[src/mcs_pkg.sv]
// Constants and types for the module control and status block
// Operation
// RULE1: Serial slave answers only while select low
// RULE2: Select input idles high when undriven
// RULE3: Host waits deassert time after deselect
// RULE4: Host waits assert time after select
// RULE5: Long reset pulse restores all default settings
// RULE6: Reset low over 2 us is valid
// RULE7: Init timing starts at reset rising edge
// RULE8: Functional within 2000 ms after reset
// RULE9: Host ignores status bits during reset
// RULE10: Completion shown by interrupt, not-ready negated
// RULE11: Power-up posts completion interrupt unprompted
// RULE12: Low-power input honored except power class 1
// RULE13: Presence output tied low in module
// RULE14: Interrupt open-collector, low flags fault
// RULE15: Host reads status to find source
// RULE16: Interrupt mirrored at byte 2 bit 1
// RULE17: Soft controls per channel and volatile
// RULE18: Rx loss flags byte 3 bits 0-3
// RULE19: Tx loss flags byte 3 bits 4-7
// RULE20: Tx fault flags byte 4 bits 0-3
// RULE21: Tx fault disables that channel transmitter
// RULE22: Reset or disable toggle clears fault state
// RULE23: Tx disable controls byte 86 bits 0-3
// RULE24: Rx output disable page 3 byte 241
// RULE25: Tx squelch disable page 3 byte 240 low
// RULE26: Rx squelch disable page 3 byte 240 high
// RULE27: Unmasked latched flag drives interrupt low
// RULE28: Flag stays until read, re-sets if present
package mcs_pkg;
    localparam logic [7:0]  ADDR_INT_STATUS  = 8'h02;
    localparam logic [7:0]  ADDR_LOS_FLAGS   = 8'h03;
    localparam logic [7:0]  ADDR_FAULT_FLAGS = 8'h04;
    localparam logic [7:0]  ADDR_TX_DISABLE  = 8'h56;
    localparam logic [7:0]  ADDR_LOS_MASK    = 8'h64;
    localparam logic [7:0]  ADDR_FAULT_MASK  = 8'h65;
    localparam logic [7:0]  ADDR_PAGE_SELECT = 8'h7f;
    localparam logic [7:0]  ADDR_SQ_DISABLE  = 8'hf0;
    localparam logic [7:0]  ADDR_RX_DISABLE  = 8'hf1;
    localparam logic [7:0]  PAGE_CONTROL     = 8'h03;
    localparam logic [6:0]  DEVICE_ADDR      = 7'h50;
    localparam int unsigned NOT_READY_BIT    = 0;
    localparam int unsigned INT_MIRROR_BIT   = 1;
    localparam int unsigned CLK_KHZ          = 20000;
    localparam int unsigned CLK_PERIOD_NS    = 50;
    localparam int unsigned T_RESET_INIT_NS  = 2000;
    localparam int unsigned T_INIT_MS        = 2000;
    localparam int unsigned RESET_MIN_CYCLES =
        (T_RESET_INIT_NS + CLK_PERIOD_NS - 1) / CLK_PERIOD_NS;
    localparam int unsigned INIT_CYCLES_DEF  = T_INIT_MS * CLK_KHZ;
    localparam int unsigned INIT_CNT_W       = 26;
    localparam int unsigned RST_CNT_W        = 6;

    typedef enum logic [2:0] {
        ST_IDLE, ST_ADDR, ST_ADDR_ACK, ST_WRITE, ST_WRITE_ACK, ST_READ, ST_READ_ACK
    } mcs_serial_t;
endpackage

[src/mcs_module_control.sv]
// Sideband pins, serial slave and per-channel status and control bytes
`timescale 1ns/1ps
module mcs_module_control #(
    parameter int unsigned INIT_CYCLES    = mcs_pkg::INIT_CYCLES_DEF,
    parameter bit          POWER_CLASS_1  = 1'b1
) (
    input  wire logic       CLK,
    input  wire logic       RESET_N,
    input  wire logic       MODULE_SELECT_N,
    input  wire logic       MODULE_RESET_N,
    input  wire logic       LOW_POWER_REQUEST,
    input  wire logic       SCL_IN,
    input  wire logic       SDA_IN,
    output logic            SDA_OUT,
    output logic            SDA_OE_N,
    output logic            INTERRUPT_N_OUT,
    output logic            INTERRUPT_N_OE_N,
    output logic            MODULE_PRESENT_N,
    input  wire logic [3:0] RX_LOS_RAW,
    input  wire logic [3:0] TX_LOS_RAW,
    input  wire logic [3:0] TX_FAULT_RAW,
    output logic [3:0]      TX_ENABLE,
    output logic [3:0]      RX_OUTPUT_ENABLE,
    output logic [3:0]      TX_SQUELCH_ENABLE,
    output logic [3:0]      RX_SQUELCH_ENABLE,
    output logic            LOW_POWER_MODE
);
    import mcs_pkg::*;

    typedef struct packed {
        logic                  sel_s1;
        logic                  sel_s2;
        logic                  rst_s1;
        logic                  rst_s2;
        logic                  lp_s1;
        logic                  lp_s2;
        logic                  scl_s1;
        logic                  scl_s2;
        logic                  scl_p;
        logic                  sda_s1;
        logic                  sda_s2;
        logic                  sda_p;
        logic [11:0]           raw_s1;
        logic [11:0]           raw_s2;
        logic [RST_CNT_W-1:0]  rst_cnt;
        logic                  rst_armed;
        logic [INIT_CNT_W-1:0] init_cnt;
        logic                  not_ready;
        logic                  done_flag;
        logic [7:0]            los_flags;
        logic [3:0]            flt_flags;
        logic [3:0]            flt_state;
        logic [3:0]            txdis;
        logic [7:0]            sqdis;
        logic [3:0]            rxdis;
        logic [7:0]            los_mask;
        logic [3:0]            flt_mask;
        logic [7:0]            page;
        mcs_serial_t           st;
        logic [3:0]            cnt;
        logic [7:0]            shreg;
        logic [7:0]            ptr;
        logic                  rw;
        logic                  ptr_phase;
        logic                  sda_oe_n;
        logic                  int_oe_n;
        logic [3:0]            tx_en;
        logic [3:0]            rx_en;
        logic [3:0]            txsq_en;
        logic [3:0]            rxsq_en;
        logic                  lpm;
    } mcs_state_t;

    mcs_state_t q_q;
    mcs_state_t q_d;

    // Control bytes on the upper page exist only while page 3 is selected
    function automatic logic on_ctrl_page(input logic [7:0] addr, input logic [7:0] pg);
        on_ctrl_page = addr[7] && (pg == PAGE_CONTROL);
    endfunction

    always_comb begin
        logic       scl_rise;
        logic       scl_fall;
        logic       start_c;
        logic       stop_c;
        logic       selected;
        logic       load;
        logic       wr_en;
        logic       soft_rst;
        logic       clr_los;
        logic       clr_flt;
        logic       clr_done;
        logic [3:0] toggle;
        logic [7:0] rdata;
        scl_rise = 1'b0;
        scl_fall = 1'b0;
        start_c  = 1'b0;
        stop_c   = 1'b0;
        selected = 1'b0;
        load     = 1'b0;
        wr_en    = 1'b0;
        soft_rst = 1'b0;
        clr_los  = 1'b0;
        clr_flt  = 1'b0;
        clr_done = 1'b0;
        toggle   = 4'h0;
        rdata    = 8'h00;
        q_d = q_q;

        q_d.sel_s1 = MODULE_SELECT_N;
        q_d.sel_s2 = q_q.sel_s1;
        q_d.rst_s1 = MODULE_RESET_N;
        q_d.rst_s2 = q_q.rst_s1;
        q_d.lp_s1  = LOW_POWER_REQUEST;
        q_d.lp_s2  = q_q.lp_s1;
        q_d.scl_s1 = SCL_IN;
        q_d.scl_s2 = q_q.scl_s1;
        q_d.scl_p  = q_q.scl_s2;
        q_d.sda_s1 = SDA_IN;
        q_d.sda_s2 = q_q.sda_s1;
        q_d.sda_p  = q_q.sda_s2;
        q_d.raw_s1 = {TX_FAULT_RAW, TX_LOS_RAW, RX_LOS_RAW};
        q_d.raw_s2 = q_q.raw_s1;

        scl_rise = q_q.scl_s2 && !q_q.scl_p;
        scl_fall = !q_q.scl_s2 && q_q.scl_p;
        start_c  = q_q.scl_s2 && q_q.scl_p && q_q.sda_p && !q_q.sda_s2;
        stop_c   = q_q.scl_s2 && q_q.scl_p && !q_q.sda_p && q_q.sda_s2;
        selected = !q_q.sel_s2;

        // RULE16: interrupt mirror readable
        unique case (q_q.ptr)
            ADDR_INT_STATUS: begin
                rdata[NOT_READY_BIT]  = q_q.not_ready;
                rdata[INT_MIRROR_BIT] = !q_q.int_oe_n;
            end
            // RULE18: rx loss readback
            // RULE19: tx loss readback
            ADDR_LOS_FLAGS:   rdata = q_q.los_flags;
            // RULE20: fault readback
            ADDR_FAULT_FLAGS: rdata = {4'h0, q_q.flt_flags};
            ADDR_TX_DISABLE:  rdata = {4'h0, q_q.txdis};
            ADDR_LOS_MASK:    rdata = q_q.los_mask;
            ADDR_FAULT_MASK:  rdata = {4'h0, q_q.flt_mask};
            ADDR_PAGE_SELECT: rdata = q_q.page;
            ADDR_SQ_DISABLE:  rdata = on_ctrl_page(q_q.ptr, q_q.page) ? q_q.sqdis : 8'h00;
            ADDR_RX_DISABLE:  rdata = on_ctrl_page(q_q.ptr, q_q.page) ? {q_q.rxdis, 4'h0} : 8'h00;
            default:          rdata = 8'h00;
        endcase

        unique case (q_q.st)
            ST_IDLE: begin
            end
            ST_ADDR: begin
                if (scl_rise) begin
                    q_d.shreg = {q_q.shreg[6:0], q_q.sda_s2};
                    q_d.cnt   = q_q.cnt + 4'h1;
                end else if (scl_fall && q_q.cnt == 4'h8) begin
                    q_d.cnt = 4'h0;
                    if (q_q.shreg[7:1] == DEVICE_ADDR) begin
                        q_d.sda_oe_n = 1'b0;
                        q_d.rw       = q_q.shreg[0];
                        q_d.st       = ST_ADDR_ACK;
                    end else begin
                        q_d.st = ST_IDLE;
                    end
                end
            end
            ST_ADDR_ACK: begin
                if (scl_fall) begin
                    if (q_q.rw) begin
                        load = 1'b1;
                    end else begin
                        q_d.sda_oe_n  = 1'b1;
                        q_d.ptr_phase = 1'b1;
                        q_d.st        = ST_WRITE;
                    end
                end
            end
            ST_WRITE: begin
                if (scl_rise) begin
                    q_d.shreg = {q_q.shreg[6:0], q_q.sda_s2};
                    q_d.cnt   = q_q.cnt + 4'h1;
                end else if (scl_fall && q_q.cnt == 4'h8) begin
                    q_d.cnt      = 4'h0;
                    q_d.sda_oe_n = 1'b0;
                    q_d.st       = ST_WRITE_ACK;
                    if (q_q.ptr_phase) begin
                        q_d.ptr       = q_q.shreg;
                        q_d.ptr_phase = 1'b0;
                    end else begin
                        wr_en     = 1'b1;
                        q_d.ptr   = q_q.ptr + 8'h01;
                    end
                end
            end
            ST_WRITE_ACK: begin
                if (scl_fall) begin
                    q_d.sda_oe_n = 1'b1;
                    q_d.st       = ST_WRITE;
                end
            end
            ST_READ: begin
                if (scl_fall) begin
                    if (q_q.cnt == 4'h8) begin
                        q_d.sda_oe_n = 1'b1;
                        q_d.cnt      = 4'h0;
                        q_d.st       = ST_READ_ACK;
                    end else begin
                        q_d.sda_oe_n = q_q.shreg[7];
                        q_d.shreg    = {q_q.shreg[6:0], 1'b0};
                        q_d.cnt      = q_q.cnt + 4'h1;
                    end
                end
            end
            ST_READ_ACK: begin
                // A not-acknowledge ends the read; the host then sends stop
                if (scl_rise && q_q.sda_s2) begin
                    q_d.st = ST_IDLE;
                end else if (scl_fall) begin
                    load = 1'b1;
                end
            end
        endcase

        if (load) begin
            q_d.sda_oe_n = rdata[7];
            q_d.shreg    = {rdata[6:0], 1'b0};
            q_d.cnt      = 4'h1;
            q_d.ptr      = q_q.ptr + 8'h01;
            q_d.st       = ST_READ;
            clr_done     = (q_q.ptr == ADDR_INT_STATUS);
            clr_los      = (q_q.ptr == ADDR_LOS_FLAGS);
            clr_flt      = (q_q.ptr == ADDR_FAULT_FLAGS);
        end

        // RULE1: deselect silences slave
        if (!selected || stop_c) begin
            q_d.st       = ST_IDLE;
            q_d.sda_oe_n = 1'b1;
        end else if (start_c) begin
            q_d.st       = ST_ADDR;
            q_d.cnt      = 4'h0;
            q_d.sda_oe_n = 1'b1;
        end

        if (wr_en) begin
            unique case (q_q.ptr)
                // RULE23: tx disable byte
                ADDR_TX_DISABLE: begin
                    q_d.txdis = q_q.shreg[3:0];
                    toggle    = q_q.shreg[3:0] ^ q_q.txdis;
                end
                ADDR_LOS_MASK:    q_d.los_mask = q_q.shreg;
                ADDR_FAULT_MASK:  q_d.flt_mask = q_q.shreg[3:0];
                ADDR_PAGE_SELECT: q_d.page     = q_q.shreg;
                // RULE25: tx squelch disable
                // RULE26: rx squelch disable
                ADDR_SQ_DISABLE: begin
                    if (on_ctrl_page(q_q.ptr, q_q.page)) begin
                        q_d.sqdis = q_q.shreg;
                    end
                end
                // RULE24: rx output disable
                ADDR_RX_DISABLE: begin
                    if (on_ctrl_page(q_q.ptr, q_q.page)) begin
                        q_d.rxdis = q_q.shreg[7:4];
                    end
                end
                default: begin
                end
            endcase
        end

        // RULE28: latch until read
        q_d.los_flags = q_q.raw_s2[7:0] | (q_q.los_flags & {8{!clr_los}});
        q_d.flt_flags = q_q.raw_s2[11:8] | (q_q.flt_flags & {4{!clr_flt}});
        // RULE22: toggle clears fault
        q_d.flt_state = q_q.raw_s2[11:8] | (q_q.flt_state & ~toggle);

        // RULE6: count low reset time
        if (!q_q.rst_s2) begin
            if (q_q.rst_cnt != RST_CNT_W'(RESET_MIN_CYCLES)) begin
                q_d.rst_cnt = q_q.rst_cnt + 1'b1;
            end else begin
                q_d.rst_armed = 1'b1;
            end
        end else begin
            // RULE7: init starts on rise
            soft_rst      = q_q.rst_armed;
            q_d.rst_cnt   = '0;
            q_d.rst_armed = 1'b0;
        end

        // RULE8: ready after init time
        if (q_q.not_ready) begin
            if (q_q.init_cnt == INIT_CNT_W'(INIT_CYCLES - 1)) begin
                q_d.not_ready = 1'b0;
                // RULE10: completion interrupt posted
                q_d.done_flag = 1'b1;
            end else begin
                q_d.init_cnt = q_q.init_cnt + 1'b1;
            end
        end else if (clr_done) begin
            q_d.done_flag = 1'b0;
        end

        // RULE5: module reset to defaults
        // RULE17: volatile soft controls
        if (soft_rst) begin
            q_d.txdis     = 4'h0;
            q_d.sqdis     = 8'h00;
            q_d.rxdis     = 4'h0;
            q_d.los_mask  = 8'h00;
            q_d.flt_mask  = 4'h0;
            q_d.page      = 8'h00;
            q_d.los_flags = 8'h00;
            q_d.flt_flags = 4'h0;
            q_d.flt_state = q_q.raw_s2[11:8];
            q_d.done_flag = 1'b0;
            q_d.not_ready = 1'b1;
            q_d.init_cnt  = '0;
        end

        // RULE27: unmasked flags drive interrupt
        // RULE14: open-collector drive low
        q_d.int_oe_n = !(q_q.done_flag || |(q_q.los_flags & ~q_q.los_mask)
                         || |(q_q.flt_flags & ~q_q.flt_mask));
        // RULE21: fault kills transmitter
        q_d.tx_en   = ~(q_q.txdis | q_q.flt_state) & {4{!q_q.not_ready}};
        q_d.rx_en   = ~q_q.rxdis & {4{!q_q.not_ready}};
        q_d.txsq_en = ~q_q.sqdis[3:0];
        q_d.rxsq_en = ~q_q.sqdis[7:4];
        // RULE12: class 1 ignores request
        q_d.lpm     = q_q.lp_s2 && !POWER_CLASS_1;

        // RULE11: power-up posts completion
        if (!RESET_N) begin
            q_d           = '0;
            q_d.not_ready = 1'b1;
            q_d.sda_oe_n  = 1'b1;
            q_d.int_oe_n  = 1'b1;
            // RULE2: select idles deselected
            q_d.sel_s1    = 1'b1;
            q_d.sel_s2    = 1'b1;
            q_d.rst_s1    = 1'b1;
            q_d.rst_s2    = 1'b1;
            q_d.txsq_en   = 4'hf;
            q_d.rxsq_en   = 4'hf;
        end
    end

    always_ff @(posedge CLK) begin
        q_q <= q_d;
    end

    assign SDA_OUT           = 1'b0;
    assign SDA_OE_N          = q_q.sda_oe_n;
    assign INTERRUPT_N_OUT   = 1'b0;
    assign INTERRUPT_N_OE_N  = q_q.int_oe_n;
    // RULE13: presence tied to ground
    assign MODULE_PRESENT_N  = 1'b0;
    assign TX_ENABLE         = q_q.tx_en;
    assign RX_OUTPUT_ENABLE  = q_q.rx_en;
    assign TX_SQUELCH_ENABLE = q_q.txsq_en;
    assign RX_SQUELCH_ENABLE = q_q.rxsq_en;
    assign LOW_POWER_MODE    = q_q.lpm;
endmodule

[config.mk]
export PLATFORM = sky130hd
export DESIGN_NAME = mcs_module_control
export DESIGN_NICKNAME = d
export VERILOG_FILES = /design/src/mcs_pkg.sv /design/src/mcs_module_control.sv
export SDC_FILE = /design/constraint.sdc
export NUM_CORES = 1
export LEC_CHECK = 0
export BUFFER_PORTS_ARGS = -buffer_cell sky130_fd_sc_hd__buf_2
export CAP_MARGIN = 20
export CELL_PAD_IN_SITES_DETAIL_PLACEMENT = 0
export CELL_PAD_IN_SITES_GLOBAL_PLACEMENT = 1
export CORE_MARGIN = 8
export CORE_UTILIZATION = 45
export DETAILED_ROUTE_END_ITERATION = 10
export PLACE_DENSITY = 0.87
export REMOVE_ABC_BUFFERS = 1
export SYNTH_ARGS = -nofsm -noshare
export SYNTH_HDL_FRONTEND = slang
export SYNTH_SLANG_ARGS = --single-unit
[constraint.sdc]
create_clock -name CLK -period 2.65 [get_ports CLK]
set_clock_uncertainty 0.1 [all_clocks]
set_input_delay 0.265 -clock CLK [delete_from_list [all_inputs] [get_ports CLK]]
set_output_delay 0.265 -clock CLK [all_outputs]
set_load 0.05 [all_outputs]
==> load_flow_metrics.sql, run 1 <==
INSERT INTO impl_metrics (metric_group, metric, value, unit) VALUES
('critical_path', 'worstReg2RegEnd', 'SDA_OE_N$_SDFFE_PP1P_', ''),
('route', 'post_drt_via_cell_ratio', '5.44', ''),
('route', 'vias', '6124', ''),
('route', 'route.detailed.drc', '0', ''),
('layout', 'utilization', '52.7', '%'),
('global_route', 'overflow', '0', ''),
('sta', 'timing_max_transition_violations_final', '0', ''),
('clock_network', 'worst_skew_pair.late_latency', '0.43', 'ns'),
('clock_network', 'htree_levels', '4', ''),
('sta', 'layout_worst_path_cycle_share', '92.6', '%'),
('critical_path', 'r2r.worst_path.cells', '8', ''),
('yosys', 'synth.lib_cells_used.distinct', '66', ''),
('floorplan', 'die_x', '143', 'um'),
('critical_path', 'cp_data_required_time', '2.87', 'ns'),
('global_route', 'number_of_antenna_violations_at_the_first_check_in_global_routing', '0', ''),
('yosys', 'yosysTopAreaCell', 'dfxtp_1', ''),
('layout', 'synthToLayoutAreaGrowth', '14.6', '%'),
('critical_path', 'critPathArrivalTime', '2.68', 'ns'),
('sta', 'fin_setup_tns', '0', 'ns'),
('yosys', 'synthDominantCellAreaShare', '44.9', '%'),
('sta', 'maxSlewHeadroom', '53.1', '%'),
('yosys', 'syn-mean-instance-area', '8.42', 'um^2'),
('sta', 'final-hold-violation-count', '0', ''),
('critical_path', 'critical_path.endpoint_type', 'register', ''),
('job', 'max_cap_viol_count', '0', ''),
('critical_path', 'path_max_fanout', '9', ''),
('yosys', 'post_synth_inst_count', '868', ''),
('yosys', 'synth_seq_cells', '164', ''),
('pwr', 'powerDensity', '613', 'nW/um^2'),
('critical_path', 'critPathLaunchType', 'register', ''),
('clock_network', 'cts_max_path_buffers', '2', ''),
('global_route', 'grt_pass1_wl', '28500', 'um'),
('global_route', 'number_of_global_route_vias_before_repair', '5606', ''),
('route', 'drt_iter0_drc', '480', ''),
('yosys', 'ys_dominant_reg_cell', 'dfxtp_1', ''),
('yosys', 'synthMostInstantiatedCell', 'dfxtp_1', ''),
('route', 'detailroute.wirelength.met3', '1040', 'um'),
('sta', 'period_needed', '2.45', 'ns'),
('route', 'drt.antenna.violating_nets', '0', ''),
('route', 'met2_length', '7990', 'um'),
('route', 'avgRoutedWirePerCell', '15.6', 'um'),
('worst_hold_path', 'hold_path_startpoint', 'RESET_N', ''),
('route', 'dr.pass1.iters', '5', ''),
('floorplan', 'ioPinCount', '41', ''),
('layout', 'insertedDiodeCount', '0', ''),
('critical_path', 'worstSetupPathType', 'reg -> reg', ''),
('yosys', 'part_of_the_yosys_area_used_for_sequential_elements', '44.9', '%'),
('yosys', 'synth-edff-count', '0', ''),
('yosys', 'netlist_top_cells_area', 'dfxtp_1 45%, a21oi_1 5.1%, nand2_1 4.8%, nor2_1 4.4%, nand3_1 2.9%', ''),
('yosys', 'postSynth.asyncResetShare', '0', '%'),
('pwr', 'pwr-share-clk', '47.6', '%'),
('worst_hold_path', 'timing.hold.worst_endpoint', 'q_q[163]$_SDFF_PN1_', ''),
('clock_network', 'clock_tree.root_cell', 'clkbuf_16', ''),
('floorplan', 'initial_core_util', '46.0', '%'),
('worst_hold_path', 'hold-path-cell-count', '2', ''),
('yosys', 'post_synthesis_cell_area', '7310', 'um^2'),
('status', 'status', 'finished, final reports clean', ''),
('sta', 'worst_pin_slew', '0.702', 'ns'),
('clock_network', 'numCtsBuffers', '17', ''),
('clock_network', 'cts.clk_slew.worst_paths', '0.06', 'ns'),
('pwr', 'ir_worst_vdd', '0.506', 'mV'),
('layout', 'post_route_cells_drive_above_1_share', '11.8', '%'),
('clock_network', 'tritoncts_clock_tree', 'yes', ''),
('pwr', 'intPower', '3970', 'uW'),
('floorplan', 'fp.dieArea', '20600', 'um^2'),
('yosys', 'yosysWarnings', '0', ''),
('critical_path', 'worst_r2r_startpoint', 'q_q[21]$_SDFFE_PN0P_', ''),
('worst_hold_path', 'min-delay-path-class', 'in -> reg', ''),
('pwr', 'power.net_switching', '1160', 'uW'),
('critical_path', 'rrSetupSlack', '0.20', 'ns'),
('global_route', 'largest_net_degree_at_the_start_of_global_routing', '76', '');
repair_timing:
item,4_1_cts,5_1_grt
endpoints found under the hold margin,16,0
resized for setup,0,0
setup buffers,0,0
hold buffers,16,0
power groups by stage:
stage                     logic [uW]  clock network, uW  registers, uW
after CTS                        156               2500           2530
final                            155               2440           2530
after floorplan                 81.2                  0           2590
after detailed placement         138                  0           2590
after global placement           137                  0           2590
after global routing             172               2600           2540
registers in the layout, indices dropped and copies added, names as in the netlist:
name	cells
RX_SQUELCH_ENABLE	4
SDA_OE_N	1
INTERRUPT_N_OE_N	1
q_q	146
TX_SQUELCH_ENABLE	4
RX_OUTPUT_ENABLE	4
TX_ENABLE	4
final cells by class:
type / count / area, um^2
timing repair buffer: 80 / 566
tap: 216 / 270
multi-input combinational: 602 / 3550
fill: 1553 / 7510
clock buffer: 18 / 429
inverter: 32 / 120
sequential: 164 / 3280
clock inverter: 13 / 150
per-stage QoR:
step | cells | setup WS (ns) | instance area, um^2 | power, uW
detailed placement | 1078 | 0.234 | 7630 | 2730
global route | 1125 | 0.0390 | 8370 | 5310
floorplan | 798 | 0.225 | 6950 | 2670
finish | 1125 | 0.197 | 8370 | 5130
CTS | 1125 | 0.217 | 8370 | 5190
global placement | 1078 | 0.256 | 7630 | 2730
placed cells by master (no fill, tap or decap), drive strengths merged, types with 11 or more instances in the layout:
cell type    instances
and2                32
nand2b              13
clkbuf              18
buf                 64
inv                 37
a21oi               74
nor3                27
nand2               94
and3                13
dlygate4sd3         16
xnor2               18
o21ai               28
nand3               42
a22oi               19
dfxtp              164
mux2i               16
nor2                88
xor2                11
worst max-delay path: stages, from the launching register on:
cell and delay (ns):
dfxtp_1 0.41, inv_1 0.09, ha_1 0.34, and4b_1 0.30, or2_1 0.31, o41ai_4 0.33
buf_4 0.19, inv_2 0.03, a311o_1 0.25
routing by layer:
layer,track usage [%],vias to the layer above
li1,-,3055
met1,22.7,2853
met2,27.5,180
met3,4.71,36
met4,6.03,0
met5,0,-
kinds of logic (layout without fill, tap and decap cells):
kind of cell,count (synthesis),in the layout,share of synthesized area (%)
xor+xnor,29,29,3.48
buf+inv,105,143,6.64
simple gates,364,364,25.2
mux,16,16,2.19
flops,164,164,44.9
fa+ha+maj,9,9,1.54
compound gates,180,180,15.9
other cells,1,4,0.0513
worst max-delay path by stage:
| stage | start | end | slack (ns) | depth (start not counted) |
|---|---|---|---|---|
| 2_1_floorplan | q_q[41]$_SDFFE_PP0P_ | q_q[45]$_SDFFE_PP0P_ | 0.23 | 6 |
| 3_3_place_gp | q_q[21]$_SDFFE_PN0P_ | SDA_OE_N$_SDFFE_PP1P_ | 0.26 | 8 |
| 3_5_place_dp | q_q[21]$_SDFFE_PN0P_ | SDA_OE_N$_SDFFE_PP1P_ | 0.23 | 8 |
| 4_1_cts | q_q[21]$_SDFFE_PN0P_ | SDA_OE_N$_SDFFE_PP1P_ | 0.22 | 8 |
| 5_1_grt | q_q[21]$_SDFFE_PN0P_ | SDA_OE_N$_SDFFE_PP1P_ | 0.04 | 8 |
| 6_report | q_q[21]$_SDFFE_PN0P_ | SDA_OE_N$_SDFFE_PP1P_ | 0.20 | 8 |
(Power assumes the default switching activity.)
==> run 2, diff against run 1 <==
Settings changed: PLACE_DENSITY 0.87 to not set, PLACE_DENSITY_LB_ADDON set to 0.1.
==> run 2 against run 1 <==
Net effect: sequential power about the same; total power decreased by 0.67%; first-iteration DRC count decreased by 14%; critical path depth decreased by 1; critical endpoint unchanged.
==> load_flow_metrics.sql, run 2 (synthesis gave the netlist of run 1 again) <==
INSERT INTO impl_metrics (metric_group, metric, value, unit) VALUES
('status', 'status', 'finished, final reports clean', ''),
('sta', 'setup_viol', '0', ''),
('route', 'vias', '6202', ''),
('clock_network', 'clock_tree.root_cell', 'clkbuf_16', ''),
('floorplan', 'initial_core_util', '46.0', '%'),
('critical_path', 'worst_r2r_startpoint', 'q_q[21]$_SDFFE_PN0P_', ''),
('critical_path', 'worstSetupPathType', 'reg -> reg', ''),
('route', 'route.final.wire_length', '18600', 'um'),
('critical_path', 'critical_path.slowest_cell', 'o41ai_4', ''),
('layout', 'max_reg_flops', '146', ''),
('sta', 'post-route-worst-setup-slack', '0.191', 'ns'),
('sta', 'period_needed', '2.46', 'ns'),
('critical_path', 'critical_path.endpoint_type', 'register', ''),
('sta', 'layout_worst_path_cycle_share', '92.8', '%'),
('critical_path', 'rrSetupSlack', '0.19', 'ns'),
('critical_path', 'longest_individual_stage_delay_on_the_worst_path', '0.56', 'ns'),
('route', 'route.detailed.drc', '0', ''),
('floorplan', 'ioPinCount', '41', ''),
('placed_design', 'routabilityCongestion', '0.854', ''),
('placed_design', 'setup_slack_at_placement', '0.214', 'ns'),
('placed_design', 'placement.io_buffers', '35', ''),
('layout', 'synthToLayoutAreaGrowth', '14.8', '%'),
('floorplan', 'rows', '46', ''),
('worst_hold_path', 'min-delay-path-class', 'in -> reg', ''),
('layout', 'final-seq-area', '3280', 'um^2'),
('global_route', 'track_usage', '18.7', '%'),
('sta', 'achievable-frequency', '407', 'MHz'),
('route', 'drt_iter0_drc', '413', ''),
('clock_network', 'numCtsBuffers', '17', ''),
('job', 'max_cap_viol_count', '0', ''),
('sta', 'worst_pin_slew', '0.821', 'ns'),
('pwr', 'p_leak', '0.00310', 'uW'),
('clock_network', 'tritoncts_clock_tree', 'yes', ''),
('placed_design', 'dpl.hpwl', '13200', 'um'),
('pwr', 'ir_worst_vdd', '0.425', 'mV'),
('floorplan', 'die_x', '143', 'um'),
('layout', 'layout_commonest_cell', 'dfxtp_1', ''),
('clock_network', 'cts_setup_buffers', '0', ''),
('global_route', 'overflow', '0', ''),
('layout', 'area_occupied_by_multi_input_gates', '3550', 'um^2'),
('route', 'avgRoutedWirePerCell', '16.5', 'um'),
('sta', 'timing_max_transition_violations_final', '0', ''),
('sta', 'final-hold-violation-count', '0', ''),
('floorplan', 'die_y', '143', 'um'),
('clock_network', 'cts_max_path_buffers', '2', ''),
('critical_path', 'critPathLaunchType', 'register', ''),
('clock_network', 'cts.sink_count', '164', ''),
('layout', 'layout.nets', '927', ''),
('pwr', 'powerDensity', '607', 'nW/um^2'),
('global_route', 'number_of_global_route_vias_before_repair', '5913', ''),
('critical_path', 'critical_path.cell_chain', 'inv_1, ha_1, and4b_1, or2_1, o41ai_4, inv_2, a311o_1', ''),
('worst_hold_path', 'hold-path-cell-count', '3', ''),
('critical_path', 'path_max_fanout', '6', ''),
('clock_network', 'worst_skew_pair.late_latency', '0.43', 'ns'),
('global_route', 'largest_net_degree_at_the_start_of_global_routing', '50', ''),
('global_route', 'number_of_antenna_violations_at_the_first_check_in_global_routing', '0', ''),
('route', 'post_drt_via_cell_ratio', '5.50', ''),
('sta', 'maxSlewHeadroom', '45.0', '%'),
('floorplan', 'core', '15900', 'um^2'),
('layout', 'registers.top_by_ff_count', 'q_q', ''),
('layout', 'insertedDiodeCount', '0', ''),
('clock_network', 'cts.clk_slew.worst_paths', '0.06', 'ns'),
('layout', 'fillers', '1533', ''),
('route', 'drt.antenna.violating_nets', '0', ''),
('critical_path', 'crit_start', 'q_q[21]$_SDFFE_PN0P_', ''),
('critical_path', 'timing.critical_path.to', 'SDA_OE_N$_SDFFE_PP1P_', ''),
('critical_path', 'critPathArrivalTime', '2.67', 'ns'),
('critical_path', 'cp_data_required_time', '2.86', 'ns'),
('route', 'dr.pass1.iters', '5', ''),
('global_route', 'grt_pass1_wl', '30300', 'um'),
('layout', 'layout.cells.most_common_list', '164 x dfxtp_1, 93 x nand2_1, 86 x nor2_1', ''),
('floorplan', 'fp.dieArea', '20600', 'um^2'),
('critical_path', 'r2r.worst_path.cells', '7', ''),
('critical_path', 'worstReg2RegEnd', 'SDA_OE_N$_SDFFE_PP1P_', ''),
('sta', 'unrepaired_setup_endpoints_after_global_routing', 'false', ''),
('clock_network', 'htree_levels', '4', ''),
('layout', 'post_route_cells_drive_above_1_share', '12.0', '%'),
('sta', 'fin_setup_tns', '0', 'ns');
-- run 2: cell count changes in the layout (fill, tap and decap cells not counted) --
cell,delta
clkbuf_1,+1
clkinv_2,-1
buf_4,+2
clkbuf_8,+4
inv_6,-1
bufinv_16,-1
clkinvlp_4,-1
clkinv_4,+2
inv_8,-2
-- run 2: how the worst min path moves through the flow --
stage / startpoint / endpoint
after floorplan: RESET_N / INTERRUPT_N_OE_N$_SDFF_PN1_
after global placement: q_q[74]$_SDFFE_PP0P_ / RX_SQUELCH_ENABLE[2]$_SDFF_PN1_
after detailed placement: q_q[71]$_SDFFE_PP0P_ / TX_SQUELCH_ENABLE[3]$_SDFF_PN1_
after CTS: RESET_N / INTERRUPT_N_OE_N$_SDFF_PN1_
after global routing: RESET_N / INTERRUPT_N_OE_N$_SDFF_PN1_
final: RESET_N / INTERRUPT_N_OE_N$_SDFF_PN1_
-- run 2: routing by layer --
metal | track usage, % | vias to the layer above | share of wire (%) | wire, um
li1 | - | 3054 | - | -
met1 | 24.0 | 2955 | 45 | 8410
met2 | 30.2 | 158 | 48 | 8870
met3 | 3.88 | 35 | 5.1 | 954
met4 | 6.97 | 0 | 2.0 | 374
met5 | 0 | - | 0 | 0
-- run 2: what timing repair did --
action / CTS / global route
resized for setup: 0 / 0
hold endpoints to repair: 16 / 0
hold buffers: 16 / 0
-- run 2: where the power goes --
part | total (uW) | switching, uW | internal [uW]
Clock | 2400 | 1000 | 1400
Sequential | 2530 | 24.8 | 2510
Combinational | 159 | 92.4 | 66.6
Total | 5090 | 1120 | 3980
-- run 2: area by class of cell --
class / instances / area share (%)
Timing Repair Buffer: 82 / 6.92
Tap cell: 216 / 3.22
Clock buffer: 23 / 5.82
Sequential cell: 164 / 39.1
Multi-Input combinational cell: 602 / 42.4
Inverter: 32 / 1.43
Clock inverter: 9 / 1.12
-- run 2: stage by stage --
| stage | utilization, % | instances | instance area [um^2] | hold slack (ns) | power, uW |
|---|---|---|---|---|---|
| global placement | 48.1 | 1080 | 7650 | 0.279 | 2730 |
| finish | 52.8 | 1128 | 8390 | 0.215 | 5090 |
| global route | 52.8 | 1128 | 8390 | 0.235 | 5280 |
| CTS | 52.8 | 1128 | 8390 | 0.209 | 5160 |
| detailed placement | 48.1 | 1080 | 7650 | 0.292 | 2730 |
| floorplan | - | 798 | 6950 | 0.227 | 2670 |
-- run 2: worst max-delay path, delay by kind of cell (launching register included) --
family          cells  cell delay (ns)
compound gates      2             0.83
fa+ha+maj           1             0.28
buf+inv             2             0.13
flops               1             0.42
simple gates        2             0.58
==> run 3, diff against run 2 <==
Clock period 2.65 ns to 3 ns, I/O delays scaled along.
==> run 3 against run 2 <==
Net effect: final area decreased by 0.95%; sequential power decreased by 11%; final cell count decreased by 0.98%; global-route usage increased by 0.067 points; flip-flop and latch count unchanged; first-iteration DRC count decreased by 10%; critical endpoint is now q_q[61]$_SDFFE_PP0P_; largest cell class unchanged; highest routed layer unchanged.
==> load_flow_metrics.sql, run 3 (synthesis gave the netlist of run 1 again) <==
INSERT INTO impl_metrics (metric_group, metric, value, unit) VALUES
('status', 'status', 'finished, final reports clean', ''),
('route', 'avgRoutedWirePerCell', '16.7', 'um'),
('floorplan', 'initial_core_util', '46.0', '%'),
('placed_design', 'placement.io_buffers', '35', ''),
('clock_network', 'tritoncts_clock_tree', 'yes', ''),
('clock_network', 'clock_tree.root_cell', 'clkbuf_16', ''),
('layout', 'finish.instance_area', '8310', 'um^2'),
('layout', 'final-seq-area', '3280', 'um^2'),
('pwr', 'p_total', '4520', 'uW'),
('layout', 'post_route_cells_drive_above_1_share', '11.1', '%'),
('critical_path', 'worst_r2r_startpoint', 'q_q[42]$_SDFFE_PP0P_', ''),
('placed_design', 'routabilityCongestion', '0.848', ''),
('sta', 'final-hold-violation-count', '0', ''),
('layout', 'fillers', '1524', ''),
('placed_design', 'placed_cell_area', '7560', 'um^2'),
('layout', 'synthToLayoutAreaGrowth', '13.7', '%'),
('layout', 'max_reg_flops', '146', ''),
('clock_network', 'cts.clk_slew.worst_paths', '0.07', 'ns'),
('floorplan', 'core', '15900', 'um^2'),
('pwr', 'intPower', '3460', 'uW'),
('layout', 'layout.cells.most_common_list', '164 x dfxtp_1, 93 x nand2_1, 86 x nor2_1', ''),
('global_route', 'track_usage', '18.7', '%'),
('sta', 'worst_pin_slew', '0.706', 'ns'),
('critical_path', 'critical_path.endpoint_type', 'register', ''),
('clock_network', 'holdBufCountCts', '16', ''),
('layout', 'layout.nets', '916', ''),
('sta', 'final.hold.worst_slack', '0.0777', 'ns'),
('floorplan', 'die_y', '143', 'um'),
('global_route', 'largest_net_degree_at_the_start_of_global_routing', '45', ''),
('pwr', 'pwr-share-clk', '47.5', '%'),
('pwr', 'combinationalPowerShare', '3.1', '%'),
('critical_path', 'rrSetupSlack', '0.41', 'ns'),
('clock_network', 'htree_levels', '4', ''),
('worst_hold_path', 'timing.hold.worst_endpoint', 'q_q[164]$_SDFF_PN1_', ''),
('clock_network', 'cts.sink_count', '164', ''),
('route', 'drt.antenna.violating_nets', '0', ''),
('critical_path', 'worstReg2RegEnd', 'q_q[61]$_SDFFE_PP0P_', ''),
('route', 'route.final.wire_length', '18600', 'um'),
('sta', 'period_needed', '2.59', 'ns'),
('sta', 'timing_max_transition_violations_final', '0', ''),
('sta', 'setup_viol', '0', ''),
('global_route', 'number_of_global_route_vias_before_repair', '5869', ''),
('clock_network', 'cts_repair_resize_count', '0', ''),
('global_route', 'grt_pass1_wl', '30200', 'um'),
('sta', 'fin_setup_tns', '0', 'ns'),
('route', 'vias', '6162', ''),
('route', 'post_drt_via_cell_ratio', '5.52', ''),
('floorplan', 'die_x', '143', 'um'),
('sta', 'unrepaired_setup_endpoints_after_global_routing', 'false', ''),
('floorplan', 'fp.dieArea', '20600', 'um^2'),
('route', 'dr.pass1.iters', '5', ''),
('route', 'route.detailed.drc', '0', ''),
('layout', 'registers.top_by_ff_count', 'q_q', ''),
('layout', 'layout_commonest_cell', 'dfxtp_1', ''),
('layout', 'insertedDiodeCount', '0', ''),
('clock_network', 'cts_setup_buffers', '0', ''),
('pwr', 'p_seq_share', '49.5', '%'),
('critical_path', 'worstSetupPathType', 'reg -> reg', ''),
('global_route', 'overflow', '0', ''),
('clock_network', 'worst_skew_pair.late_latency', '0.43', 'ns'),
('critical_path', 'critPathLaunchType', 'register', ''),
('floorplan', 'ioPinCount', '41', ''),
('clock_network', 'numCtsBuffers', '17', ''),
('sta', 'achievable-frequency', '386', 'MHz'),
('sta', 'maxSlewHeadroom', '52.8', '%'),
('worst_hold_path', 'hold-path-cell-count', '2', ''),
('pwr', 'p_leak', '0.00306', 'uW'),
('clock_network', 'cts_max_path_buffers', '2', ''),
('critical_path', 'path_max_fanout', '22', ''),
('pwr', 'power.net_switching', '1060', 'uW'),
('route', 'drt_iter0_drc', '370', ''),
('global_route', 'number_of_antenna_violations_at_the_first_check_in_global_routing', '0', ''),
('floorplan', 'rows', '46', ''),
('critical_path', 'cp_data_required_time', '3.22', 'ns'),
('pwr', 'power_switching_share', '23.4', '%'),
('pwr', 'powerDensity', '545', 'nW/um^2'),
('critical_path', 'r2r.worst_path.cells', '7', ''),
('worst_hold_path', 'hold_path_startpoint', 'RESET_N', ''),
('pwr', 'ir_worst_vdd', '0.389', 'mV'),
('job', 'max_cap_viol_count', '0', ''),
('layout', 'area_occupied_by_multi_input_gates', '3550', 'um^2'),
('critical_path', 'critPathArrivalTime', '2.81', 'ns'),
('worst_hold_path', 'min-delay-path-class', 'in -> reg', ''),
('sta', 'layout_worst_path_cycle_share', '86.4', '%'),
('placed_design', 'dpl.hpwl', '13100', 'um');
==> run 3: how the worst max path moves through the flow <==
stage | start | endpoint | slack, ns | depth (start not counted)
after global placement | q_q[42]$_SDFFE_PP0P_ | q_q[60]$_SDFFE_PP0P_ | 0.52 | 7
final | q_q[42]$_SDFFE_PP0P_ | q_q[61]$_SDFFE_PP0P_ | 0.41 | 7
after global routing | q_q[42]$_SDFFE_PP0P_ | q_q[61]$_SDFFE_PP0P_ | 0.29 | 7
after detailed placement | q_q[42]$_SDFFE_PP0P_ | q_q[63]$_SDFFE_PP0P_ | 0.47 | 7
after CTS | q_q[42]$_SDFFE_PP0P_ | q_q[61]$_SDFFE_PP0P_ | 0.44 | 7
after floorplan | q_q[41]$_SDFFE_PP0P_ | q_q[45]$_SDFFE_PP0P_ | 0.58 | 6
==> run 3: stage by stage <==
| stage | setup WS (ns) | utilization [%] | cells |
|---|---|---|---|
| 2_1_floorplan | 0.575 | - | 798 |
| 3_3_place_gp | 0.524 | 47.6 | 1069 |
| 3_5_place_dp | 0.467 | 47.6 | 1069 |
| 4_1_cts | 0.437 | 52.3 | 1117 |
| 5_1_grt | 0.288 | 52.3 | 1117 |
| 6_report | 0.407 | 52.3 | 1117 |
==> run 3: cell type report <==
cell class                      instances  area share [%]
Inverter                               32            1.45
Tap cell                              216            3.25
Timing Repair Buffer                   71            5.99
Sequential cell                       164            39.5
Multi-Input combinational cell        602            42.8
Clock inverter                         14            1.75
Clock buffer                           18            5.29
==> run 3: critical path, cell delays in order, from the launching register on <==
cell      delay, ns
dfxtp_1        0.59
nand3b_1       0.28
or3_1          0.54
nor2_4         0.22
buf_4          0.30
nand2_1        0.24
nand2_1        0.14
a21oi_1        0.07
==> run 3: routing by layer <==
layer	part of all wire [%]	GRT usage (%)	up-vias
met4	1.7	6.59	0
met5	0	0	-
met1	46	23.8	2932
met3	6.1	4.81	23
met2	47	30.1	176
li1	-	-	3031
==> run 3: power groups by stage <==
stage               combinational (uW)  clock [uW]  sequential [uW]
floorplan                         71.7           0             2280
global placement                   120           0             2290
detailed placement                 124           0             2290
CTS                                140        2200             2240
global route                       155        2290             2240
finish                             138        2150             2240
